File: config.mk
export PLATFORM = sky130hd
export DESIGN_NAME = rsc_repeater_core
export DESIGN_NICKNAME = d
export VERILOG_FILES = /design/src/verilog/rsc_pkg.sv /design/src/verilog/rsc_eb_if.sv /design/src/verilog/rsc_repeater_core.sv /design/src/verilog/rsc_elastic_buf.sv
export VERILOG_INCLUDE_DIRS = /design/src /design/src/verilog
export SDC_FILE = /design/constraint.sdc
export NUM_CORES = 1
export LEC_CHECK = 0
export ABC_AREA = 1
export BUFFER_PORTS_ARGS = -buffer_cell sky130_fd_sc_hd__buf_4
export CORE_ASPECT_RATIO = 0.75
export CORE_UTILIZATION = 66
export DETAILED_ROUTE_END_ITERATION = 12
export PLACE_DENSITY_LB_ADDON = 0.15
export REMOVE_ABC_BUFFERS = 1
export SLEW_MARGIN = 20
export SYNTH_ARGS = -nofsm -noshare
export SYNTH_HDL_FRONTEND = slang
export SYNTH_SLANG_ARGS = --single-unit
File: constraint.sdc
create_clock -name I_CLK -period 10.9 [get_ports I_CLK]
set_input_delay 0 -clock I_CLK [delete_from_list [all_inputs] [get_ports I_CLK]]
set_output_delay 0 -clock I_CLK [all_outputs]
set_load 0.05 [all_outputs]
File: src/verilog/rsc_map.svh
// Purpose: offsets, bit positions and timing counts of the repeater core
// Assumes: network bit rate of 10 Mb/s, core clock of 100 MHz
// Notes:   counts are in network bit times unless the name says NS
`ifndef RSC_MAP_SVH
`define RSC_MAP_SVH

`define RSC_CLK_NS      10
`define RSC_BIT_NS      100
`define RSC_PRE_BITS    64
`define RSC_FRAG_BITS   96
`define RSC_TXCOL_BITS  96
`define RSC_TW1_BITS    96
`define RSC_TW2_BITS    96
`define RSC_NUM_PORTS   7

// positions inside the synchronised cascade input vector
`define RSC_M_CHAIN_IN  0
`define RSC_M_ACT_N     1
`define RSC_M_SCOL_N    2
`define RSC_M_OCOL_N    3
`define RSC_M_CASC_EN   4
`define RSC_M_CASC_DAT  5
`define RSC_M_DIS_N     6
`define RSC_M_WIDTH     7

`endif

File: src/verilog/rsc_pkg.sv
// Purpose: shared types of the repeater core
// Assumes: nothing beyond the map header
// Notes:   one-hot state codes are written out
package rsc_pkg;

  typedef enum logic [7:0]
  {
    S_IDLE    = 8'h01,
    S_PREAM   = 8'h02,
    S_DATA    = 8'h04,
    S_EXTEND  = 8'h08,
    S_RXCOL   = 8'h10,
    S_TXCOL   = 8'h20,
    S_ONELEFT = 8'h40,
    S_RECOVER = 8'h80
  } rsc_state_t;

endpackage

File: src/verilog/rsc_eb_if.sv
// Purpose: carrier between main state machine and elasticity buffer
// Assumes: single clock domain
// Notes:   bit-serial, one bit per strobe
`timescale 1ns/10ps
interface rsc_eb_if;
  logic clear;
  logic wr_en;
  logic wr_bit;
  logic rd_en;
  logic rd_bit;
  logic empty;
  logic full;

  modport ctrl
  (
    output clear,
    output wr_en,
    output wr_bit,
    output rd_en,
    input  rd_bit,
    input  empty,
    input  full
  );

  modport store
  (
    input  clear,
    input  wr_en,
    input  wr_bit,
    input  rd_en,
    output rd_bit,
    output empty,
    output full
  );
endinterface

File: src/verilog/rsc_repeater_core.sv
// Purpose: port and main state machines of a cascadable multiport repeater
// Assumes: ports deliver decoded NRZ bits; cascade pins are asynchronous
// Notes:   open-drain cascade lines are value, enable pairs; value is always low
`timescale 1ns/10ps
`include "rsc_map.svh"

// Operation
// - port machines gate data and jam onto segments
// - arbitrate single source port before leaving idle
// - source data to elasticity buffer and cascade bus
// - second arbitration in transmit collision picks last
// - one port left: last port muted, others transmit
// - regenerate preamble to full length
// - extend short fragments to 96 bits
// - control elasticity buffer for preamble regeneration
// - jam uses the alternating 1010 pattern
// - transmit collision lasts at least 96 bits
// - Manchester encode buffered NRZ data
// - enforce transmit recovery time
// - enforce carrier recovery on colliding ports
// - eight-line cascade bus joins chips
// - bus carries activity, data, collisions, disable
// - holder shows chain out low, in high, outside transmit collision
// - chain output from end of port chain
// - activity line driven by holder and by transmit collision winner
// - activity line is wired-OR
// - every chip monitors the activity line
// - port 1 highest, port 7 lowest priority
// - source is highest active port while idle
// - last port: highest colliding at collision exit
module rsc_repeater_core
  import rsc_pkg::*;
#(
  parameter int NP       = `RSC_NUM_PORTS,
  parameter int TW1_BITS = `RSC_TW1_BITS,
  parameter int TW2_BITS = `RSC_TW2_BITS,
  parameter int EB_DEPTH = 32
)
(
  // clock and reset
  input  wire logic          I_CLK,
  input  wire logic          I_RST,
  // segment side
  input  wire logic [NP-1:0] I_PORT_RX,
  input  wire logic [NP-1:0] I_PORT_COL,
  input  wire logic [NP-1:0] I_PORT_DATA,
  output logic      [NP-1:0] O_PORT_TX_EN,
  output logic               O_TX_MANCH,
  // arbitration chain
  input  wire logic          I_ARB_CHAIN_IN,
  output logic               O_ARB_CHAIN_OUT,
  // wired-or cascade status lines
  input  wire logic          I_SRC_PORT_ACT_N,
  output logic               O_SRC_PORT_ACT_N,
  output logic               O_SRC_PORT_ACT_OE,
  input  wire logic          I_SRC_COL_N,
  output logic               O_SRC_COL_N,
  output logic               O_SRC_COL_OE,
  input  wire logic          I_OTHER_COL_N,
  output logic               O_OTHER_COL_N,
  output logic               O_OTHER_COL_OE,
  // cascade data
  input  wire logic          I_CASC_EN,
  input  wire logic          I_CASC_DATA,
  output logic               O_CASC_EN,
  output logic               O_CASC_DATA,
  output logic               O_CASC_CLK,
  output logic               O_CASC_OE,
  // jabber protection
  input  wire logic          I_DISABLE_OUT_N
);
  localparam int         CW       = 4;
  localparam logic [CW-1:0] BIT_CYC = CW'(`RSC_BIT_NS / `RSC_CLK_NS);
  localparam logic [CW-1:0] HALF    = CW'(`RSC_BIT_NS / `RSC_CLK_NS / 2);
  localparam logic [15:0] PRE_B   = 16'(`RSC_PRE_BITS);
  localparam logic [15:0] FRAG_B  = 16'(`RSC_FRAG_BITS);
  localparam logic [15:0] TXCOL_B = 16'(`RSC_TXCOL_BITS);
  localparam logic [15:0] TW1_B   = 16'(TW1_BITS);
  localparam logic [15:0] TW2_B   = 16'(TW2_BITS);
  localparam logic [15:0] TWC_B   = (TW1_B > TW2_B) ? TW1_B : TW2_B;
  localparam int         NW       = $clog2(NP + 1);

  typedef struct packed
  {
    logic [NP-1:0]            rx1;
    logic [NP-1:0]            rx2;
    logic [NP-1:0]            col1;
    logic [NP-1:0]            col2;
    logic [NP-1:0]            dat1;
    logic [NP-1:0]            dat2;
    logic [`RSC_M_WIDTH-1:0]  m1;
    logic [`RSC_M_WIDTH-1:0]  m2;
    rsc_state_t               state;
    logic                     own;
    logic [NP-1:0]            sel;
    logic [CW-1:0]            cyc;
    logic [15:0]              bits;
    logic [15:0]              sent;
    logic                     pat;
    logic                     prev;
    logic                     sfd;
    logic                     had_col;
    logic                     cur;
    logic [NP-1:0]            tx_en;
    logic                     manch;
    logic                     aout;
    logic                     act_oe;
    logic                     scol_oe;
    logic                     ocol_oe;
    logic                     casc_en;
    logic                     casc_dat;
    logic                     casc_clk;
    logic                     casc_oe;
  } rsc_core_st_t;

  rsc_core_st_t st;
  rsc_core_st_t next_st;
  rsc_eb_if     eb ();

  // priority chain: lowest index wins, grant stops the chain below it
  function automatic logic [NP:0] arb_chain(input logic ack_in, input logic [NP-1:0] req);
    logic [NP-1:0] g;
    logic          ack;
    g   = '0;
    ack = ack_in;
    for (int i = 0; i < NP; i++)
    begin
      g[i] = ack & req[i];
      ack  = ack & ~req[i];
    end
    return {ack, g};
  endfunction

  function automatic logic [NW-1:0] ones(input logic [NP-1:0] v);
    logic [NW-1:0] n;
    n = '0;
    for (int i = 0; i < NP; i++)
      n = n + NW'(v[i]);
    return n;
  endfunction

  logic          tick;
  logic          ain;
  logic          act_low;
  logic          rcol;
  logic          ocol;
  logic          dis;
  logic [NP-1:0] held;
  logic [NP-1:0] req;
  logic [NP-1:0] grant;
  logic          chain_out;
  logic          src_en;
  logic          src_bit;
  logic          src_col;
  logic          loc_ocol;
  logic [NW-1:0] ncol;
  logic          xmit;
  logic          tx_any_col;

  always_comb
  begin
    next_st      = st;
    next_st.rx1  = I_PORT_RX;
    next_st.rx2  = st.rx1;
    next_st.col1 = I_PORT_COL;
    next_st.col2 = st.col1;
    next_st.dat1 = I_PORT_DATA;
    next_st.dat2 = st.dat1;
    next_st.m1   = {I_DISABLE_OUT_N, I_CASC_DATA, I_CASC_EN, I_OTHER_COL_N,
                    I_SRC_COL_N, I_SRC_PORT_ACT_N, I_ARB_CHAIN_IN};
    next_st.m2   = st.m1;

    tick    = (st.cyc == BIT_CYC - 1'b1);
    ain     = st.m2[`RSC_M_CHAIN_IN];
    act_low = !st.m2[`RSC_M_ACT_N];
    rcol    = !st.m2[`RSC_M_SCOL_N];
    ocol    = !st.m2[`RSC_M_OCOL_N];
    dis     = !st.m2[`RSC_M_DIS_N];
    held    = st.own ? st.sel : '0;
    // idle: receive or collision; transmit collision: collisions only
    if (st.state == S_IDLE)
      req = st.rx2 | st.col2;
    else if (st.state == S_TXCOL)
      req = st.col2;
    else
      req = held;
    {chain_out, grant} = arb_chain(ain, req);
    src_en   = st.own ? |(st.rx2 & st.sel) : st.m2[`RSC_M_CASC_EN];
    src_bit  = st.own ? |(st.dat2 & st.sel) : st.m2[`RSC_M_CASC_DAT];
    src_col  = st.own ? |(st.col2 & st.sel) : rcol;
    loc_ocol = |(st.col2 & ~held);
    ncol     = ones(st.col2);
    tx_any_col = loc_ocol || ocol;
    xmit     = !(st.state inside {S_IDLE, S_RECOVER});

    next_st.cyc  = tick ? '0 : st.cyc + 1'b1;
    next_st.aout = chain_out;

    eb.clear  = (st.state == S_IDLE);
    eb.wr_en  = tick && st.sfd && src_en && (st.state inside {S_PREAM, S_DATA});
    eb.wr_bit = src_bit;
    // head leaves as the last preamble bit ends, so data follows it directly
    eb.rd_en  = tick && ((st.state == S_DATA) ||
                         (st.state == S_PREAM && st.bits == PRE_B - 16'h0001));

    if (tick)
    begin
      next_st.pat  = ~st.pat;
      next_st.prev = src_bit;
      if (st.bits != 16'hFFFF)
        next_st.bits = st.bits + 16'h0001;
      if (xmit && st.sent != 16'hFFFF)
        next_st.sent = st.sent + 16'h0001;
      if (!st.sfd && src_en && st.prev && src_bit)
        next_st.sfd = 1'b1;
      next_st.cur = st.pat;
      case (st.state)
        S_IDLE:
        begin
          // first preamble bit is a one, no leading filler bit
          next_st.sent    = '0;
          next_st.pat     = 1'b0;
          next_st.sfd     = 1'b0;
          next_st.prev    = 1'b0;
          next_st.had_col = 1'b0;
          next_st.cur     = 1'b1;
          if (|grant)
          begin
            next_st.own   = 1'b1;
            next_st.sel   = grant;
            next_st.state = |(grant & st.col2) ? S_RXCOL : S_PREAM;
          end
          else if (act_low)
          begin
            next_st.own   = 1'b0;
            next_st.sel   = '0;
            next_st.state = rcol ? S_RXCOL : S_PREAM;
          end
        end
        S_PREAM:
        begin
          // 64th bit repeats the one before it to close the delimiter
          if (st.bits == PRE_B - 16'h0002)
            next_st.cur = 1'b1;
          else if (st.bits == PRE_B - 16'h0001 && !tx_any_col && !src_col)
            next_st.cur = eb.empty ? st.pat : eb.rd_bit;
          if (tx_any_col)
            next_st.state = S_TXCOL;
          else if (src_col)
            next_st.state = S_RXCOL;
          else if (st.bits == PRE_B - 1'b1)
            next_st.state = S_DATA;
          else if (!src_en && !st.sfd)
            next_st.state = S_EXTEND;
        end
        S_DATA:
        begin
          next_st.cur = eb.empty ? st.pat : eb.rd_bit;
          if (tx_any_col)
            next_st.state = S_TXCOL;
          else if (src_col)
            next_st.state = S_RXCOL;
          else if (eb.empty && !src_en)
            next_st.state = (st.sent >= FRAG_B) ? S_RECOVER : S_EXTEND;
        end
        S_EXTEND:
        begin
          if (tx_any_col)
            next_st.state = S_TXCOL;
          else if (st.sent >= FRAG_B - 1'b1)
            next_st.state = S_RECOVER;
        end
        S_RXCOL:
        begin
          next_st.had_col = 1'b1;
          if (loc_ocol && !st.own)
            next_st.state = S_TXCOL;
          else if (!src_col && !src_en && st.sent >= FRAG_B - 1'b1)
            next_st.state = S_RECOVER;
        end
        S_TXCOL:
        begin
          next_st.had_col = 1'b1;
          // a lower chip still colliding holds the line and keeps everyone here
          if (st.bits >= TXCOL_B - 1'b1 && !ocol && ncol <= NW'(1))
          begin
            if (|grant)
            begin
              next_st.own   = 1'b1;
              next_st.sel   = grant;
              next_st.state = S_ONELEFT;
            end
            else if (ncol == '0 && act_low)
            begin
              next_st.own   = 1'b0;
              next_st.sel   = '0;
              next_st.state = S_ONELEFT;
            end
            else if (ncol == '0)
              next_st.state = (st.sent >= FRAG_B - 1'b1) ? S_RECOVER : S_EXTEND;
          end
        end
        S_ONELEFT:
        begin
          if (loc_ocol || ocol)
            next_st.state = S_TXCOL;
          else if (st.own ? !(|(st.col2 & st.sel)) : !act_low)
            next_st.state = S_RECOVER;
        end
        S_RECOVER:
        begin
          // colliding ports also need carrier recovery before rearming
          if (st.bits >= (st.had_col ? TWC_B : TW1_B) - 1'b1)
          begin
            next_st.state = S_IDLE;
            next_st.own   = 1'b0;
            next_st.sel   = '0;
          end
        end
        default:
        begin
          next_st.state = S_IDLE;
          next_st.own   = 1'b0;
          next_st.sel   = '0;
        end
      endcase
      if (next_st.state != st.state)
        next_st.bits = '0;
    end

    // the source port hears only the jam of a transmit collision; last port is muted
    next_st.tx_en = '0;
    if (xmit && !dis)
    begin
      if (st.state == S_TXCOL)
        next_st.tx_en = '1;
      else
        next_st.tx_en = ~held;
    end
    next_st.manch = xmit ? ((st.cyc < HALF) ? ~st.cur : st.cur) : 1'b0;

    next_st.act_oe  = (st.own && xmit && (src_en || src_col))
                      || (st.state == S_TXCOL && |grant);
    next_st.scol_oe = st.own && xmit && src_col;
    if (st.state == S_TXCOL)
      next_st.ocol_oe = (ncol >= NW'(2)) || (ncol == NW'(1) && !ain);
    else
      next_st.ocol_oe = xmit && loc_ocol;
    next_st.casc_oe  = st.own && xmit;
    next_st.casc_en  = st.own && xmit && src_en;
    next_st.casc_dat = src_bit;
    next_st.casc_clk = (st.cyc >= HALF);
  end

  always_ff @(posedge I_CLK or posedge I_RST)
  begin
    if (I_RST)
    begin
      st       <= '0;
      st.state <= S_IDLE;
      st.pat   <= 1'b1;
    end
    else
      st <= next_st;
  end

  rsc_elastic_buf #(
    .DEPTH (EB_DEPTH)
  ) u_eb (
    .I_CLK (I_CLK),
    .I_RST (I_RST),
    .eb    (eb.store)
  );

  assign O_PORT_TX_EN      = st.tx_en;
  assign O_TX_MANCH        = st.manch;
  assign O_ARB_CHAIN_OUT   = st.aout;
  assign O_SRC_PORT_ACT_N  = 1'b0;
  assign O_SRC_PORT_ACT_OE = st.act_oe;
  assign O_SRC_COL_N       = 1'b0;
  assign O_SRC_COL_OE      = st.scol_oe;
  assign O_OTHER_COL_N     = 1'b0;
  assign O_OTHER_COL_OE    = st.ocol_oe;
  assign O_CASC_EN         = st.casc_en;
  assign O_CASC_DATA       = st.casc_dat;
  assign O_CASC_CLK        = st.casc_clk;
  assign O_CASC_OE         = st.casc_oe;
endmodule

File: src/verilog/rsc_elastic_buf.sv
// Purpose: bit-serial elasticity buffer holding received data
// Assumes: writes ignored when full, reads ignored when empty
// Notes:   read bit is combinational from the head of the store
`timescale 1ns/10ps
module rsc_elastic_buf
  import rsc_pkg::*;
#(
  parameter int DEPTH = 32
)
(
  // clock and reset
  input  wire logic   I_CLK,
  input  wire logic   I_RST,
  // buffer port
  rsc_eb_if.store     eb
);
  localparam int AW = $clog2(DEPTH);

  typedef struct packed
  {
    logic [AW:0] wptr;
    logic [AW:0] rptr;
  } rsc_eb_st_t;

  rsc_eb_st_t st;
  rsc_eb_st_t next_st;
  logic       mem [DEPTH];
  logic       do_wr;
  logic       do_rd;

  always_comb
  begin
    next_st = st;
    do_wr   = eb.wr_en && !eb.full;
    do_rd   = eb.rd_en && !eb.empty;
    if (eb.clear)
    begin
      next_st.wptr = '0;
      next_st.rptr = '0;
    end
    else
    begin
      if (do_wr)
        next_st.wptr = st.wptr + 1'b1;
      if (do_rd)
        next_st.rptr = st.rptr + 1'b1;
    end
  end

  always_ff @(posedge I_CLK or posedge I_RST)
  begin
    if (I_RST)
      st <= '0;
    else
      st <= next_st;
  end

  // storage needs no reset; pointers define what is valid
  always_ff @(posedge I_CLK)
  begin
    if (do_wr && !eb.clear)
      mem[st.wptr[AW-1:0]] <= eb.wr_bit;
  end

  assign eb.empty  = (st.wptr == st.rptr);
  assign eb.full   = (st.wptr[AW] != st.rptr[AW]) && (st.wptr[AW-1:0] == st.rptr[AW-1:0]);
  assign eb.rd_bit = mem[st.rptr[AW-1:0]];
endmodule

* Word-level counts from Yosys, hierarchy flattened
Memories as Yosys holds them, arrays and structs flattened. Cells that the tools add are included.
Storage, ports and cells: bits in registers 140, word-level logic and storage cells 226, memory bits (writable) 32, memories 1, output and inout bits 19
Operators by class: bitwise operators 31, reductions and logical operators 69, magnitude comparators 7, equal/unequal tests 22, muxes and demuxes 55, add/sub/neg operators 11
Memories:
- u_eb.mem | words 32, width 1, read ports 1, clocked after memory_dff 0, write ports 1, line rsc_elastic_buf.sv:27 | logic mem [DEPTH];
Operators with widths (count):
- $mux W8 | 19
- $mux W16 | 8
- $pmux W8 S8 | 1
- $ge A16 B7 Y1 const B | 3
- $reduce_or A7 Y1 | 6
- $and A7 B7 Y7 | 5
- $mux W7 | 5
- $add A16 B1 Y16 const B | 2
- $eq A16 B6 Y1 const B | 2
- $ne A16 B16 Y1 const B | 2
- $pmux W8 S4 | 1
- $logic_and A1 B1 Y1 | 31
- $mux W19 | 1
- $and A1 B1 Y1 | 14
- $logic_not A1 Y1 | 14
- $reduce_bool A2 Y1 | 7
- $mux W1 | 13
- $add A3 B1 Y3 | 4
- $add A6 B1 Y6 const B | 2
- $mux W12 | 1
- $mux W6 | 2
- $mux W5 | 2
- $not A1 Y1 | 10
- $eq A8 B1 Y1 const B | 1
- other kinds (32) | 39

* Logic depth before layout (Yosys ltp)
depth after elaboration 20, mapped depth 28, gate-level depth less buffers 25

* Hierarchy
A second synthesis with hierarchy kept.
Unflattened totals: cell total of the unflattened synthesis 1126, area total of the unflattened synthesis 9146.3 µm²
Modules (own cells, without submodules):
- rsc_repeater_core | area an instance 6672.6 µm², times used 1, sequential area each 3205.6 µm², cells each 820
- rsc_elastic_buf | area an instance 2473.6 µm², times used 1, sequential area each 1261.2 µm², cells each 306

* Worst setup path after synthesis
Ideal clock, no wire load.
kind register to register, start register st[101] (netlist name), end register st[37] (netlist name), cell stages (with the launch flop) 22, setup slack 7.169 ns, arrival time 3.666 ns, buffers on the path 1, data required time 10.834 ns, cells stage by stage dfrtp_1 fa_1 inv_1 fa_1 inv_1 fa_1 inv_1 fa_1 nand2_1 nor2_1 nand2_1 o21ai_0 nor2_1 nand4_1 nand3_1 nand2_1 nor2_1 nand3_2 nor2_4 buf_6 nand4_1 nand2_1
On the way: cells in the longest elaborated chain, start to end 19, elaborated cells on any way between the ends 63, classes of those cells add/sub: 6; order compare: 1; eq/ne: 1; mux: 22; bitwise: 18; reduce/logical: 15
Ends and longest elaborated chain:
- from (decl) | line rsc_repeater_core.sv:116 | rsc_core_st_t st;
- from (signal assigned) | line rsc_repeater_core.sv:364 | st <= next_st;
- parallel branches: the longest is 14 deep, another holds $add A2 B1 Y3
- $pmux W8 S8 (*) | line rsc_repeater_core.sv:217 | case (st.state)
- $mux W8 (*) | line rsc_repeater_core.sv:206 | if (tick)
- $ne A8 B8 Y1 (*) | line rsc_repeater_core.sv:327 | if (next_st.state != st.state)
- $reduce_bool A2 Y1 (no source line)
- $reduce_and A2 Y1 (no source line)
Every way passes the cells marked *. The select of a mux whose other input is x is not followed. A chain may end at the register's enable or synchronous reset.

* Worst setup path in the final report
start register st[101] (netlist name), end register st[45] (netlist name)
The elaborated chain is that of the path after synthesis.

==> results.py <==
metrics = {
    "power": {
        "internal_power_mw": 1.22,
        "clkPwrFrac_pct": 31.1,
        "power_frac_seq_pct": 38.4,
        "p_sw_share_pct": 38.3,
        "p_switching_uw": 758,
        "ir_worst_vdd_mv": 0.180,
        "powerDensity_mw_per_mm2": 198,
        "leakagePower_nw": 4.69,
        "combinationalPowerShare_pct": 30.4,
    },
    "timing": {
        "tns_ps": 0,
        "worst_pin_slew_ps": 903,
        "setup_viol": 0,
        "finalHoldViolCount": 0,
        "setup_ws_ps": 6600,
        "min_period_ps": 4300,
        "slew_viol_final": 0,
        "max_freq_mhz": 232,
        "clock_skew_ps": 10.9,
        "rsz0062_at_grt": "false",
        "max_slew_margin_pct": 39.8,
        "fin_crit_sh_pct": 39.5,
    },
    "final_layout": {
        "final_common_cell": "nand2_1",
        "nets": 1126,
        "layout_common_cells": "188 x nand2_1, 138 x dfrtp_1, 130 x inv_1, 130 x nor2_1, 69 x nand3_1",
        "fillers": 910,
        "drive_gt1_share_pct": 12.6,
        "n_antenna_cell": 0,
        "area_delta_synth_final_pct": 14.3,
    },
    "yosys": {
        "ys_async_sr_fraction_pct": 81.4,
        "synth_area_leaders": "dfrtp_1 39%, edfxtp_1 11%, nand2_1 8.1%",
        "yosys_warnings": 0,
        "synth-main-ff-cell": "dfrtp_1",
        "seq_area_frac_synth_pct": 51.0,
        "synth_cell_type_count": 54,
        "syn_avg_cell_area_um2": 8.56,
        "synth_top_area_cell": "dfrtp_1",
        "syn_inst": 1022,
        "yosysTopAreaCellShare_pct": 39.5,
        "synth-edff-count": 32,
        "synth_seq_cells": 172,
        "syn_area_mm2": 0.00875,
    },
    "grt": {
        "antenna_found_initial": 0,
        "grt_max_degree": 75,
        "grt_pass1_wl_um": 33800,
        "track_usage_pct": 32.8,
        "grt_pass1_vias": 6682,
        "gr-total-overflow": 0,
    },
    "drt": {
        "post_drt_wl_per_cell_um": 16.5,
        "drc": 0,
        "routed-wl-met3_um": 1760,
        "ant_nets": 0,
        "avgViaCountPerCell": 5.70,
        "top_layer_used": "met5",
        "drt-initial-drc-count": 746,
        "wl_um": 20900,
        "num_vias": 7222,
        "drt_pass1_iterations": 5,
        "route.layer.met1.wl_um": 9200,
        "route.met2.wl_um": 9580,
    },
    "worst_setup_path": {
        "reg2reg_slack_ps": 6600,
        "cp-end-kind": "flip-flop",
        "worstPathArrival_ps": 4680,
        "critPathLaunchType": "flip-flop",
        "r2r_end": "st[45]",
        "worstPathMaxFanout": 16,
        "reg2reg_depth": 20,
        "crit_required_ps": 11270,
        "crit_end": "st[45]",
        "startpoint": "st[101]",
        "path_class": "flip-flop to flip-flop",
        "regToRegStartpoint": "st[101]",
    },
    "cts": {
        "cts.clk_slew.worst_paths_ps": 70,
        "cts_tree": "done",
        "cts_max_path_buffers": 2,
        "cts.sinks": 172,
        "root_buffer": "clkbuf_16",
        "clk_latency_ps": 440,
        "cts_buffers": 17,
        "cts_max_level": 4,
        "post-cts-setup-buffers": 0,
    },
    "floorplanning": {
        "start_util_pct": 67.5,
        "dieArea_mm2": 0.0137,
        "chipWidth_um": 135,
        "die_h_um": 102,
        "core_area_mm2": 0.0130,
        "io_pins": 49,
        "rows": 36,
    },
    "place": {
        "gp_congestion": 0.964,
        "port_buffers": 45,
        "hpwl_um": 13700,
        "preCtsSetupSlack_ps": 6700,
    },
    "status": {
        "status": "completed",
    },
    "run": {
        "drv_cap": 0,
    },
    "hold_path": {
        "hold_path.class": "primary input to flip-flop",
    },
}
-- how the worst min path moves through the flow --
stage,startpoint,end,slack [ps],cells after the start
floorplan,I_PORT_COL[0],next_st[101],30,0
global placement,I_CASC_DATA,next_st[78],110,1
detailed placement,I_PORT_DATA[1],next_st[88],110,1
CTS,I_SRC_PORT_ACT_N,next_st[74],190,2
global route,I_PORT_RX[0],next_st[115],200,2
finish,I_SRC_PORT_ACT_N,next_st[74],210,2
-- repair_timing --
| action | CTS | global route |
|---|---|---|
| hold endpoints to repair | 92 | 0 |
| resized for setup | 0 | 0 |
| hold buffers | 29 | 0 |
-- registers in the layout, summed over array words and instances (netlist names), 7 cells and up --
register	cells
u_eb.st	12
u_eb.mem	32
next_st	28
O_PORT_TX_EN	7
st	83
-- cells in the mapped netlist (2+ instances only) --
master,count
buf_6,5
xor2_1,9
mux2i_1,5
ha_1,9
a22o_1,2
o21ai_1,5
a31oi_1,5
dfrtp_1,138
nand2_1,188
nand4_1,32
xnor2_1,2
o221ai_1,5
nand2_2,7
a221oi_1,4
dfstp_2,2
o32ai_1,4
o211ai_1,6
o31ai_1,2
nor2_2,5
buf_1,3
inv_1,131
nor2_1,130
nor2_4,8
buf_2,6
nand3_1,69
nor3b_1,3
fa_1,4
nand2_4,7
buf_4,11
clkbuf_1,12
edfxtp_1,32
a21oi_1,42
inv_2,12
nand3_2,5
nor3_1,18
nor4_1,11
o21ai_0,64
a211oi_1,3
-- cells by family (layout without fill, tap and decap cells) --
logic type	count (synthesis)	in the layout	share of synthesized area [%]
AND/OR/NAND/NOR	491	491	26.4
buffers and inverters	181	253	8.76
flip-flops	172	172	51.0
AO/OA/AOI/OAI	148	148	9.92
adder cells (fa/ha/maj)	13	13	2.20
XOR/XNOR	11	11	1.10
multiplexers	5	5	0.572
other	1	3	0.0429
-- layout make-up --
type	count	area [um^2]	share of cell area [%]
Clock buffer	18	450	4.50
Inverter	144	547	5.46
Sequential cell	172	4470	44.6
Timing Repair Buffer	77	651	6.50
Clock inverter	14	149	1.49
Multi-Input combinational cell	671	3530	35.3
Tap cell	171	214	2.14
-- worst max-delay path, cell delays in order, from the launching register on --
cell,delay [ps]
dfrtp_1,470
fa_1,560
inv_1,50
fa_1,480
inv_1,50
fa_1,360
inv_1,80
fa_1,410
nand2_1,140
nor2_1,100
inv_1,110
nor2_1,60
nor2_1,110
nand4_1,130
nand3_1,140
nand2_1,60
nor2_1,140
nand3_2,140
nor2_4,380
nand4_1,150
nand2_1,110
-- metrics by stage --
| stage | hold WS, ps | cell area [um^2] | instances | total power [mW] | utilization (%) |
|---|---|---|---|---|---|
| floorplan | 31.4 | 8530 | 987 | 1.18 | - |
| global placement | 109 | 9120 | 1206 | 1.34 | 70.3 |
| detailed placement | 111 | 9120 | 1206 | 1.35 | 70.3 |
| CTS | 194 | 10000 | 1267 | 1.97 | 77.1 |
| global route | 205 | 10000 | 1267 | 2.07 | 77.1 |
| finish | 206 | 10000 | 1267 | 1.98 | 77.1 |
-- routing by layer --
metal  track usage, %  vias to the layer above
met5             2.78                        -
met4             10.3                        2
met3             8.71                       29
met2             49.6                      282
met1             46.4                     3428
li1                 -                     3481
-- power groups by stage --
stage,combinational (mW),sequential (mW),clock (mW)
after floorplan,0.353,0.828,0
after global placement,0.574,0.770,0
after detailed placement,0.582,0.773,0
after CTS,0.594,0.761,0.619
after global routing,0.660,0.767,0.643
final,0.603,0.762,0.616
(Power assumes the default switching activity.)
